[src/design/spmgt_pkg.sv]
/*
 * spmgt_pkg: constants and types shared by the power and system
 * management block. Assumes a 100 MHz system clock.
 */
package spmgt_pkg;
    // ==========================================================
    // timing
    localparam int CLK_MHZ = 100;
    localparam int BTN_MIN_MS = 16;
    // least time rounds up; qualify at three quarters of 16 ms (12 ms) for margin
    localparam int BTN_QUAL_CYC = (BTN_MIN_MS * 1000 * CLK_MHZ) * 3 / 4;
    localparam int RST_PULSE_US = 1;
    localparam int RST_PULSE_CYC = RST_PULSE_US * CLK_MHZ;
    localparam int WARN_US = 1;
    localparam int WARN_CYC = WARN_US * CLK_MHZ;
    localparam int PWM_WIDTH = 8;
    localparam int TACH_PULSES_PER_REV = 2;
    localparam int SYNC_STAGES = 3;
    // ==========================================================
    // power states
    typedef enum logic [2:0] {
        SPMGT_S0,
        SPMGT_WARN3,
        SPMGT_S3,
        SPMGT_WARN5,
        SPMGT_S5
    } spmgt_state_t;
    // ==========================================================
    // debounced button events
    typedef struct packed {
        logic power;
        logic reset;
        logic lid;
        logic doze;
    } spmgt_btn_t;
    // level inputs, active high after inversion
    typedef struct packed {
        logic supply_good;
        logic pcie_wake;
        logic general_wake;
        logic battery_low;
        logic overtemp;
        logic bus_alert;
        logic tach;
    } spmgt_lvl_t;
endpackage : spmgt_pkg

[src/design/spmgt_sync.sv]
/*
 * spmgt_sync: three-flop synchroniser; output changes once stages two
 * and three agree. Assumes the input is asynchronous to mclk_i.
 */
`timescale 1ns/1ps
module spmgt_sync #(
    parameter logic INIT = 1'b1
) (
    input wire logic mclk_i, // system clock
    input wire logic rst_i,  // sync reset, high
    input wire logic d_i,    // async input
    output logic q_o         // synchronised level
);
    logic s1;
    logic s2;
    logic s3;
    // ==========================================================
    // stages
    always_ff @(posedge mclk_i) begin
        if (rst_i) begin
            s1 <= INIT;
            s2 <= INIT;
            s3 <= INIT;
            q_o <= INIT;
        end else begin
            s1 <= d_i;
            s2 <= s1;
            s3 <= s2;
            if (s2 == s3) begin
                q_o <= s2;
            end
        end
    end
endmodule : spmgt_sync

[src/design/spmgt_debounce.sv]
/*
 * spmgt_debounce: qualifies an active-low synchronised button; emits a
 * one-cycle press pulse once held low for QUAL_CYC cycles.
 * Assumes the input is already synchronised.
 */
`timescale 1ns/1ps
module spmgt_debounce #(
    parameter int QUAL_CYC = spmgt_pkg::BTN_QUAL_CYC
) (
    input wire logic mclk_i, // system clock
    input wire logic rst_i,  // sync reset, high
    input wire logic btn_n_i,// synchronised button, low pressed
    output logic press_o     // one-cycle press pulse
);
    localparam int CW = $clog2(QUAL_CYC + 1);
    logic [CW-1:0] cnt;
    logic taken;
    wire logic hit = (cnt == CW'(QUAL_CYC - 1));
    if (QUAL_CYC < 1) begin : g_bad_qual
        $error("QUAL_CYC must be at least 1");
    end
    // ==========================================================
    // qualify the low pulse, fire once per press
    always_ff @(posedge mclk_i) begin
        if (rst_i || btn_n_i) begin
            cnt <= '0;
            taken <= 1'b0;
            press_o <= 1'b0;
        end else begin
            press_o <= hit && !taken;
            if (hit) begin
                taken <= 1'b1;
            end else if (!taken) begin
                cnt <= cnt + CW'(1);
            end
        end
    end
endmodule : spmgt_debounce

[src/design/spmgt_top.sv]
/*
 * spmgt_top: power and system management logic of the module. Takes the
 * carrier buttons, supply-good and sensor inputs; drives carrier reset,
 * suspend indicators, watchdog, thermal shutdown and fan PWM.
 * Assumes all pin inputs are asynchronous and pulled high when idle.
 */
`timescale 1ns/1ps
//
// Operation
// - falling edge on power button leaves soft-off; code leaves S5 on the button only after it is held low QUAL_CYC cycles, or on a wake input.
// - buttons held low 16 ms are reliably recognised.
// - reset button is edge triggered; holding it low does not hold reset.
// - carrier reset low on button, bad supply, low input, watchdog, software.
// - supply-good high means power good.
// - suspend warning asserted before entering low power state.
// - suspend-to-RAM output low while in S3.
// - shared disk/soft-off output low in S4 or S5.
// - low PCIe wake input wakes from sleep.
// - low general wake input is a wake event.
// - low battery input is registered.
// - doze button presses reported to software.
// - cover switch activity reported as lid event.
// - watchdog indicator asserted after watchdog time-out.
// - low over-temperature input is an over-temperature condition.
// - thermal shutdown output low once processor is in thermal shutdown.
// - low bus alert raises system management interrupt.
// - fan PWM duty cycle sets fan speed.
// - tach counted at two pulses per revolution.
module spmgt_top #(
    parameter int QUAL_CYC = spmgt_pkg::BTN_QUAL_CYC,
    parameter int PWM_W = spmgt_pkg::PWM_WIDTH,
    parameter int REV_W = 16
) (
    input wire logic mclk_i,                  // 100 MHz clock
    input wire logic rst_i,                   // sync reset, high
    input wire logic power_button_n_i,        // power button, low
    input wire logic reset_button_n_i,        // reset button, low
    input wire logic lid_button_n_i,          // cover switch, low
    input wire logic doze_button_n_i,         // sleep button, low
    input wire logic supply_good_i,           // supply good, high
    input wire logic vin_low_i,               // main input under min
    input wire logic pcie_wake_request_n_i,   // pcie wake, low
    input wire logic general_wake_request_n_i,// general wake, low
    input wire logic battery_low_n_i,         // battery low, low
    input wire logic overtemp_in_n_i,         // over-temp sensor, low
    input wire logic sysmgmt_bus_alert_n_i,   // bus alert, low
    input wire logic fan_speed_sense_i,       // tachometer
    input wire logic watchdog_timeout_i,      // watchdog event pulse
    input wire logic sw_reset_req_i,          // software reset pulse
    input wire logic sw_sleep_ram_i,          // request S3 pulse
    input wire logic sw_soft_off_i,           // request S5 pulse
    input wire logic cpu_thermal_trip_i,      // cpu in thermal shutdown
    input wire logic event_clear_i,           // clear sticky events
    input wire logic [PWM_W-1:0] fan_duty_i,  // fan duty
    output logic carrier_reset_out_n_o,       // carrier reset, low
    output logic suspend_warning_n_o,         // suspend warning, low
    output logic suspend_ram_n_o,             // S3 indicator, low
    output logic suspend_disk_n_o,            // S4/S5 indicator, low
    output logic soft_off_n_o,                // same as disk
    output logic watchdog_expired_out_o,      // watchdog indicator
    output logic thermal_shutdown_out_n_o,    // thermal shutdown, low
    output logic system_mgmt_interrupt_n_o,   // smi, low
    output logic fan_drive_pwm_o,             // fan pwm
    output logic lid_event_o,                 // sticky lid event
    output logic doze_event_o,                // sticky doze event
    output logic battery_low_o,               // sticky battery low
    output logic overtemp_o,                  // over-temp level
    output logic wake_event_o,                // sticky wake event
    output logic [REV_W-1:0] fan_revs_o       // fan revolutions
);
    if (PWM_W < 2 || REV_W < 2) begin : g_bad_width
        $error("widths too small");
    end
    // ==========================================================
    // synchronisers
    spmgt_pkg::spmgt_btn_t btn_s;
    spmgt_pkg::spmgt_btn_t press;
    spmgt_pkg::spmgt_lvl_t lvl_s;
    logic [10:0] raw;
    logic [10:0] syn;
    assign raw = {power_button_n_i, reset_button_n_i, lid_button_n_i,
                  doze_button_n_i, supply_good_i, pcie_wake_request_n_i,
                  general_wake_request_n_i, battery_low_n_i,
                  overtemp_in_n_i, sysmgmt_bus_alert_n_i,
                  fan_speed_sense_i};
    for (genvar g = 0; g < 11; g++) begin : g_sync
        spmgt_sync #(.INIT(1'b1)) u_sync (
            .mclk_i(mclk_i),
            .rst_i(rst_i),
            .d_i(raw[g]),
            .q_o(syn[g])
        );
    end
    assign btn_s = syn[10:7];
    assign lvl_s.supply_good = syn[6];
    assign lvl_s.pcie_wake = !syn[5];
    assign lvl_s.general_wake = !syn[4];
    assign lvl_s.battery_low = !syn[3];
    assign lvl_s.overtemp = !syn[2];
    assign lvl_s.bus_alert = !syn[1];
    assign lvl_s.tach = syn[0];
    // ==========================================================
    // button qualification
    spmgt_debounce #(.QUAL_CYC(QUAL_CYC)) u_db_pwr (
        .mclk_i(mclk_i), .rst_i(rst_i),
        .btn_n_i(btn_s.power), .press_o(press.power));
    spmgt_debounce #(.QUAL_CYC(QUAL_CYC)) u_db_rst (
        .mclk_i(mclk_i), .rst_i(rst_i),
        .btn_n_i(btn_s.reset), .press_o(press.reset));
    spmgt_debounce #(.QUAL_CYC(QUAL_CYC)) u_db_lid (
        .mclk_i(mclk_i), .rst_i(rst_i),
        .btn_n_i(btn_s.lid), .press_o(press.lid));
    spmgt_debounce #(.QUAL_CYC(QUAL_CYC)) u_db_doze (
        .mclk_i(mclk_i), .rst_i(rst_i),
        .btn_n_i(btn_s.doze), .press_o(press.doze));
    // ==========================================================
    // power state machine
    localparam int WW = $clog2(spmgt_pkg::WARN_CYC + 1);
    spmgt_pkg::spmgt_state_t state;
    spmgt_pkg::spmgt_state_t next_state;
    logic [WW-1:0] warn_cnt;
    wire logic wake_any = lvl_s.pcie_wake || lvl_s.general_wake;
    wire logic warn_done = (warn_cnt == WW'(spmgt_pkg::WARN_CYC - 1));
    wire logic in_warn = (state == spmgt_pkg::SPMGT_WARN3) ||
                         (state == spmgt_pkg::SPMGT_WARN5);
    always_comb begin
        next_state = state;
        case (state)
            spmgt_pkg::SPMGT_S0: begin
                if (sw_soft_off_i) begin
                    next_state = spmgt_pkg::SPMGT_WARN5;
                end else if (sw_sleep_ram_i || press.doze) begin
                    next_state = spmgt_pkg::SPMGT_WARN3;
                end
            end
            spmgt_pkg::SPMGT_WARN3: begin
                if (warn_done) next_state = spmgt_pkg::SPMGT_S3;
            end
            spmgt_pkg::SPMGT_WARN5: begin
                if (warn_done) next_state = spmgt_pkg::SPMGT_S5;
            end
            spmgt_pkg::SPMGT_S3: begin
                if (wake_any || press.power || press.doze) begin
                    next_state = spmgt_pkg::SPMGT_S0;
                end
            end
            spmgt_pkg::SPMGT_S5: begin
                if (press.power || wake_any) begin
                    next_state = spmgt_pkg::SPMGT_S0;
                end
            end
            default: next_state = spmgt_pkg::SPMGT_S0;
        endcase
    end
    always_ff @(posedge mclk_i) begin
        if (rst_i) begin
            state <= spmgt_pkg::SPMGT_S5;
            warn_cnt <= '0;
        end else begin
            state <= next_state;
            warn_cnt <= in_warn ? warn_cnt + WW'(1) : '0;
        end
    end
    // ==========================================================
    // carrier reset: a taken reset press yields a fixed pulse
    localparam int RW = $clog2(spmgt_pkg::RST_PULSE_CYC + 1);
    logic [RW-1:0] rst_cnt;
    logic wdt_flag;
    wire logic rst_pulse = (rst_cnt != '0);
    wire logic rst_cause = rst_pulse || !lvl_s.supply_good ||
                           vin_low_i || watchdog_timeout_i ||
                           sw_reset_req_i;
    always_ff @(posedge mclk_i) begin
        if (rst_i) begin
            rst_cnt <= '0;
        end else if (press.reset || watchdog_timeout_i) begin
            rst_cnt <= RW'(spmgt_pkg::RST_PULSE_CYC);
        end else if (rst_pulse) begin
            rst_cnt <= rst_cnt - RW'(1);
        end
    end
    // ==========================================================
    // outputs and sticky events (set wins over clear)
    always_ff @(posedge mclk_i) begin
        if (rst_i) begin
            carrier_reset_out_n_o <= 1'b0;
            suspend_warning_n_o <= 1'b0;
            suspend_ram_n_o <= 1'b1;
            suspend_disk_n_o <= 1'b0;
            soft_off_n_o <= 1'b0;
            wdt_flag <= 1'b0;
            thermal_shutdown_out_n_o <= 1'b1;
            system_mgmt_interrupt_n_o <= 1'b1;
            lid_event_o <= 1'b0;
            doze_event_o <= 1'b0;
            battery_low_o <= 1'b0;
            overtemp_o <= 1'b0;
            wake_event_o <= 1'b0;
        end else begin
            carrier_reset_out_n_o <= !(rst_cause ||
                                       state != spmgt_pkg::SPMGT_S0);
            suspend_warning_n_o <= (state == spmgt_pkg::SPMGT_S0) &&
                                   (next_state == spmgt_pkg::SPMGT_S0);
            suspend_ram_n_o <= (next_state != spmgt_pkg::SPMGT_S3);
            suspend_disk_n_o <= (next_state != spmgt_pkg::SPMGT_S5);
            soft_off_n_o <= (next_state != spmgt_pkg::SPMGT_S5);
            wdt_flag <= watchdog_timeout_i ||
                        (wdt_flag && !event_clear_i);
            thermal_shutdown_out_n_o <= !cpu_thermal_trip_i;
            system_mgmt_interrupt_n_o <= !lvl_s.bus_alert;
            lid_event_o <= press.lid || (lid_event_o && !event_clear_i);
            doze_event_o <= press.doze ||
                            (doze_event_o && !event_clear_i);
            battery_low_o <= lvl_s.battery_low ||
                             (battery_low_o && !event_clear_i);
            overtemp_o <= lvl_s.overtemp;
            wake_event_o <= wake_any || (wake_event_o && !event_clear_i);
        end
    end
    assign watchdog_expired_out_o = wdt_flag;
    // ==========================================================
    // fan pwm and tachometer
    logic [PWM_W-1:0] pwm_cnt;
    logic tach_d;
    logic half_rev;
    always_ff @(posedge mclk_i) begin
        if (rst_i) begin
            pwm_cnt <= '0;
            fan_drive_pwm_o <= 1'b0;
            tach_d <= 1'b1;
            half_rev <= 1'b0;
            fan_revs_o <= '0;
        end else begin
            pwm_cnt <= pwm_cnt + PWM_W'(1);
            fan_drive_pwm_o <= (pwm_cnt < fan_duty_i);
            tach_d <= lvl_s.tach;
            if (lvl_s.tach && !tach_d) begin
                half_rev <= !half_rev;
                if (half_rev) fan_revs_o <= fan_revs_o + REV_W'(1);
            end
        end
    end
endmodule : spmgt_top

[config.mk]
export PLATFORM = sky130hd
export DESIGN_NAME = spmgt_top
export DESIGN_NICKNAME = d
export VERILOG_FILES = /design/src/design/spmgt_pkg.sv /design/src/design/spmgt_sync.sv /design/src/design/spmgt_debounce.sv /design/src/design/spmgt_top.sv
export SDC_FILE = /design/constraint.sdc
export NUM_CORES = 1
export LEC_CHECK = 0
export BUFFER_PORTS_ARGS = -buffer_cell sky130_fd_sc_hd__buf_2
export CAP_MARGIN = 20
export CORE_MARGIN = 2
export CORE_UTILIZATION = 63
export DETAILED_ROUTE_END_ITERATION = 8
export GPL_ROUTABILITY_DRIVEN = 1
export HOLD_SLACK_MARGIN = 0.02
export PLACE_DENSITY = 0.91
export SLEW_MARGIN = 20
export SYNTH_ARGS = -nofsm -noshare
export SYNTH_HDL_FRONTEND = slang
export SYNTH_HIERARCHICAL = 1
export SYNTH_SLANG_ARGS = --single-unit
[constraint.sdc]
create_clock -name mclk_i -period 4.2 [get_ports mclk_i]
set_clock_uncertainty 0.15 [all_clocks]
set_input_delay 0.21 -clock mclk_i [delete_from_list [all_inputs] [get_ports mclk_i]]
set_output_delay 0.21 -clock mclk_i [all_outputs]
set_load 0.02 [all_outputs]
==> run_results.csv, run 1 <==
group,metric,value,unit
outcome,status,"finished, final reports clean",
placed_design,placed_cells,1103,
global_route,first_global_vias,6590,
worst_setup_path,crit_path_start_kind,"register",
synth,async_flop_share,0,%
synth,synth_cell_type_count,60,
worst_setup_path,ff2ff_path_depth,4,
run,cap_violations,0,
clock_network,cts_buffers,17,
routing,top_layer,"met4",
timing,fmax,437,MHz
global_route,grt_max_degree,79,
clock_network,clk_pin_slew_worst_paths,70,ps
global_route,grt_usage,25.1,%
pwr,power,3.62,mW
synth,syn-num-nets,941,
global_route,grt-ovfl-total,0,
routing,m1WireLength,7940,um
routing,ant_nets,0,
min_path,hold_path_end,"fan_drive_pwm_o",
layout,fin_util,73.2,%
routing,drt_iter0_drc,551,
placed_design,io_buffers,57,
placed_design,place_ws,1970,ps
min_path,hp-start,"fan_duty_i[3]",
synth,synth-seq-cells,192,
clock_network,cts-resized-gates,0,
worst_setup_path,r2r-end,"carrier_reset_out_n_o",
synth,netlist_area,8550,um^2
worst_setup_path,required,4420,ps
floorplanning,chipWidth,120,um
timing,setup_violations,0,
pwr,power_density,374,nW/um^2
routing,drc,0,
synth,synth_edf_count,0,
worst_setup_path,crit_path_max_fanout,7,
synth,syn_inst,897,
floorplanning,start_util,64.5,%
pwr,irDropWorstVdd,0.287,mV
synth,netlist.area_leader.share,45.0,%
timing,slew_viol_final,0,
floorplanning,core.rowCount,42,
timing,rsz0062_at_grt,"false",
placed_design,hpwlAfterDp,11400,um
routing,drt_pass1_iterations,5,
layout,num-nets-final,1007,
clock_network,clockRootBuffer,"clkbuf_16",
clock_network,cts_tree,"built",
clock_network,hold_buffers,17,
worst_setup_path,r2r-start,"rst_cnt[2]",
global_route,grt_pass1_wl,30000,um
global_route,antenna_found_initial,0,
floorplanning,core-area,13200,um^2
layout,syn2layout_area_growth,13.4,%
worst_setup_path,endpoint_kind,"register",
synth,yosysWarnings,6,
routing,vias,7030,
routing,wl_met3,876,um
layout,diodes,0,
pwr,leakage,3.39,nW
synth,yosysTopAreaCell,"dfxtp_1",
synth,synth_top_flop_cell,"dfxtp_1",
timing,setup-tns-final,0,ps
worst_setup_path,rrSetupSlack,1910,ps
routing,wl_met2,8360,um
clock_network,clockBufferDepth,2,
routing,drt-total-wl,17600,um
clock_network,clkLatencyLatePin,430,ps
synth,yosysSeqAreaShare,45.0,%
timing,fin_crit_sh,54.5,%
routing,routed_via_density,6.11,
timing,worst_pin_slew,773,ps
floorplanning,ios,58,
layout,layout-drive-gt1-share,17.2,%
worst_setup_path,crit_type,"reg2reg",
layout,finalNonFillerCells,1151,
floorplanning,dieHeight,120,um
synth,synth_common_cells,"dfxtp_1 (192), nor2_1 (77), a21oi_1 (63)",
clock_network,post_cts_buffers,0,
synth,synth.most_common_cell,"dfxtp_1",
timing,post-route-min-period,2290,ps
min_path,hp-class,"in2reg",
synth,yosys-top-cells-area,"dfxtp_1 (45%), a21oi_1 (3.7%), nor2_1 (3.4%)",
synth,syn_area_per_cell,9.53,um^2
clock_network,htree_levels,4,
clock_network,cts.sinks,192,
timing,finalHoldViolCount,0,
timing,setup_slack,1910,ps
worst_setup_path,cp_data_arrival_time,2510,ps
floorplanning,die-area,14500,um^2
timing,slew_headroom,48.1,%
placed_design,globalplace.congestion,0.865,
min_path,hold_path_depth,4,
routing,wl_per_cell,15.3,um
==> registers in the layout, indices dropped and copies added (netlist names), 3 cells and up <==
| signal | cells |
|---|---|
| fan_revs_o | 16 |
| g_sync.u_sync/q_o | 11 |
| g_sync.u_sync/s1 | 11 |
| g_sync.u_sync/s2 | 11 |
| g_sync.u_sync/s3 | 11 |
| pwm_cnt | 8 |
| rst_cnt | 7 |
| state | 3 |
| u_db_doze/cnt | 21 |
| u_db_lid/cnt | 21 |
| u_db_pwr/cnt | 21 |
| u_db_rst/cnt | 21 |
| warn_cnt | 7 |
==> logic make-up (layout without fill, tap and decap cells) <==
family | after synthesis | count (layout) | share of synthesized area (%)
AND/OR/NAND/NOR | 418 | 418 | 31.4
flip-flops | 192 | 192 | 45.0
AO/OA/AOI/OAI | 176 | 176 | 13.6
buffers and inverters | 49 | 127 | 2.68
XOR/XNOR | 30 | 30 | 3.07
adder cells (fa/ha/maj) | 16 | 16 | 2.34
multiplexers | 16 | 16 | 1.89
==> cells in the final DEF, fill, tap and decap left out, types with 19 or more instances in the layout <==
| cell | n |
|---|---|
| dfxtp_1 | 192 |
| nor2_1 | 77 |
| a21oi_1 | 63 |
| buf_2 | 56 |
| nand2_1 | 54 |
| nand3_1 | 34 |
| o21ai_0 | 33 |
| or2_1 | 33 |
| nand4_1 | 32 |
| o31ai_1 | 26 |
| or3_1 | 25 |
| inv_1 | 21 |
| nor3_1 | 21 |
| xor2_1 | 19 |
==> metal layers <==
layer	track usage, %	up-vias
met4	11.3	0
met2	41.7	220
met3	5.00	37
met1	31.7	3330
li1	-	3443
met5	0	-
==> per-stage QoR <==
step | hold WS [ps] | cell area [um^2]
2_1_floorplan | 134 | 8550
3_3_place_gp | 234 | 8910
3_5_place_dp | 238 | 8910
4_1_cts | 74.8 | 9690
5_1_grt | 132 | 9690
6_report | 91.4 | 9690
==> layout make-up <==
class / instances / area (um^2)
multi-input cells: 656 / 4470
flip-flops and latches: 192 / 3840
fillers: 910 / 3550
clock buffers: 22 / 474
repair buffers: 75 / 465
well taps: 176 / 220
clock inverters: 9 / 133
inverters: 21 / 78.8
==> worst max path at each step <==
stage                     startpoint               endpoint  slack [ps]
floorplan              fan_revs_o[2]         fan_revs_o[15]        2040
global placement     u_db_rst/cnt[7]        u_db_rst/cnt[9]        2080
detailed placement  u_db_doze/cnt[2]      u_db_doze/cnt[11]        1970
CTS                       rst_cnt[2]  carrier_reset_out_n_o        1910
global route              rst_cnt[2]  carrier_reset_out_n_o        1690
finish                    rst_cnt[2]  carrier_reset_out_n_o        1910
==> worst max-delay path, cell delays in order (launching register included) <==
cell	delay, ps
dfxtp_1	330
nor4_1	500
nand3b_1	330
nor4_1	320
dlygate4sd3_1	590
==> report_power, final <==
| group | switching [mW] | total [mW] | internal, mW |
|---|---|---|---|
| registers | 0.0172 | 1.86 | 1.85 |
| logic | 0.0635 | 0.118 | 0.0549 |
| clock network | 0.658 | 1.64 | 0.980 |
Power figures use the tool's default switching activity.
==> run 2, diff against run 1 <==
--- a/config.mk
+++ b/config.mk
@@ -8,11 +8,11 @@
 export BUFFER_PORTS_ARGS = -buffer_cell sky130_fd_sc_hd__buf_2
 export CAP_MARGIN = 20
 export CORE_MARGIN = 2
-export CORE_UTILIZATION = 63
+export CORE_UTILIZATION = 54
 export DETAILED_ROUTE_END_ITERATION = 8
 export GPL_ROUTABILITY_DRIVEN = 1
 export HOLD_SLACK_MARGIN = 0.02
-export PLACE_DENSITY = 0.91
+export PLACE_DENSITY = 0.83
 export SLEW_MARGIN = 20
 export SYNTH_ARGS = -nofsm -noshare
 export SYNTH_HDL_FRONTEND = slang
==> constraint.sdc (replaced) <==
create_clock -name mclk_i -period 2.1 [get_ports mclk_i]
set_clock_uncertainty 0.15 [all_clocks]
set_input_delay 0.105 -clock mclk_i [delete_from_list [all_inputs] [get_ports mclk_i]]
set_output_delay 0.105 -clock mclk_i [all_outputs]
set_load 0.02 [all_outputs]
==> run_results.csv, run 2 (synthesis results as in run 1) <==
group,metric,value,unit
routing,drt-total-wl,18500,um
worst_setup_path,cp_data_arrival_time,2240,ps
timing,worst_pin_slew,528,ps
worst_setup_path,crit_path_max_fanout,13,
timing,hold_ws,228,ps
floorplanning,die-area,16800,um^2
floorplanning,dieHeight,130,um
routing,wl_per_cell,14.9,um
routing,ant_nets,0,
clock_network,clkLatencyLatePin,440,ps
routing,drt_pass1_iterations,5,
routing,drt_iter0_drc,375,
timing,slew_headroom,64.5,%
routing,vias,7115,
placed_design,globalplace.congestion,0.834,
layout,multiInputGateArea,4530,um^2
global_route,grt_max_degree,34,
worst_setup_path,crit_type,"reg2reg",
pwr,power_density,690,nW/um^2
timing,setup_violations,0,
worst_setup_path,path_cells,"ha_1, or3b_2, nor4_4, buf_4, or4_2, a21oi_2",
floorplanning,chipWidth,130,um
floorplanning,core-area,15300,um^2
worst_setup_path,required,2320,ps
placed_design,io_buffers,57,
timing,slew_viol_final,0,
layout,layout-drive-gt1-share,22.8,%
worst_setup_path,slowest_stage,"or4_2",
timing,fmax,494,MHz
floorplanning,ios,58,
pwr,leakage,3.65,nW
clock_network,htree_levels,4,
layout,regArea,3850,um^2
pwr,irDropWorstVdd,0.532,mV
timing,setup-tns-final,0,ps
timing,fin_crit_sh,96.3,%
clock_network,clk_pin_slew_worst_paths,70,ps
floorplanning,start_util,55.8,%
timing,post-route-min-period,2020,ps
layout,layout_commonest_cell,"dfxtp_1",
placed_design,hpwlAfterDp,12700,um
timing,setup_slack,77.2,ps
clock_network,cts_buffers,17,
global_route,grt_usage,22.7,%
min_path,hp-class,"in2reg",
timing,finalHoldViolCount,0,
worst_setup_path,crit_path_start_kind,"register",
routing,routed_via_density,5.73,
worst_setup_path,endpoint_kind,"register",
outcome,status,"finished, final reports clean",
routing,drc,0,
floorplanning,core.rowCount,45,
layout,fill_cells,1203,
global_route,grt-ovfl-total,0,
layout,layout_common_cells,"dfxtp_1 (186), nor2_1 (77), a21oi_1 (61)",
placed_design,place_ws,24.4,ps
clock_network,clockBufferDepth,2,
global_route,first_global_vias,6881,
clock_network,clockRootBuffer,"clkbuf_16",
layout,num-nets-final,1063,
clock_network,cts.sinks,192,
clock_network,cts_tree,"built",
placed_design,placed_cells,1181,
worst_setup_path,critPathMaxStageDelay,660,ps
global_route,antenna_found_initial,0,
run,cap_violations,0,
layout,syn2layout_area_growth,19.7,%
layout,finalNonFillerCells,1242,
global_route,grt_pass1_wl,30900,um
layout,diodes,0,
==> run 2: cell count changes in the layout (fill, tap and decap cells not counted), sizes merged <==
cell	previous run	this run
clkbuf	22	21
clkinv	4	7
bufinv	3	1
dlygate4sd3	17	27
buf	58	104
==> run 2: power by group <==
part | internal (mW) | leakage [nW] | switching (mW) | total [mW]
sequential | 3.69 | 1.56 | 0.0348 | 3.73
combinational | 0.133 | 1.82 | 0.135 | 0.268
clock | 1.71 | 0.274 | 1.35 | 3.06
total | 5.54 | 3.65 | 1.52 | 7.06
==> run 2: path summary, 6_finish.rpt <==
path / from / to / slack [ps] / cells after the start
max: u_db_doze/cnt[0] / u_db_doze/cnt[17] / 80 / 6
min: overtemp_in_n_i / g_sync[2].u_sync/s1 / 230 / 3
max reg2reg: u_db_doze/cnt[0] / u_db_doze/cnt[17] / 80 / 6
min reg2reg: g_sync[8].u_sync/s1 / g_sync[8].u_sync/s2 / 250 / 1
==> run 2: area by class of cell <==
cell class	count	share of cell area, %
flip-flops and latches	192	37.6
inverters	21	0.771
repair buffers	131	9.27
clock buffers	21	4.60
clock inverters	10	0.856
multi-input cells	656	44.3
well taps	211	2.58
==> run 2: per-layer routing <==
metal  global-route usage [%]  vias up  wire [um]
li1                         -     3557          -
met1                     27.0     3387       8240
met2                     39.9      146       9240
met3                     5.54       25        768
met4                     8.22        0        232
met5                        0        -          0
==> run 2: critical path: cells and delay by family (launching register included) <==
family | cells | cell delay [ps]
fa+ha+maj | 1 | 210
simple gates | 3 | 920
flops | 1 | 340
buf+inv | 1 | 190
compound gates | 1 | 160
==> run 2: what timing repair did <==
| action | in CTS | in global routing |
|---|---|---|
| setup buffers | 0 | 4 |
| pin swaps | 0 | 3 |
| endpoints found under the hold margin | 35 | 0 |
| endpoints found under the setup margin | 1 | 22 |
| gates resized for setup | 1 | 19 |
| hold buffers | 27 | 0 |
==> run 2: per-stage QoR <==
| step | area (um^2) | utilization (%) | total power [mW] |
|---|---|---|---|
| after CTS | 10100 | 66.3 | 7.11 |
| after global placement | 9320 | 60.8 | 4.02 |
| after floorplan | 8550 | - | 3.94 |
| final | 10200 | 66.8 | 7.06 |
| after global routing | 10200 | 66.8 | 7.30 |
| after detailed placement | 9320 | 60.8 | 4.04 |
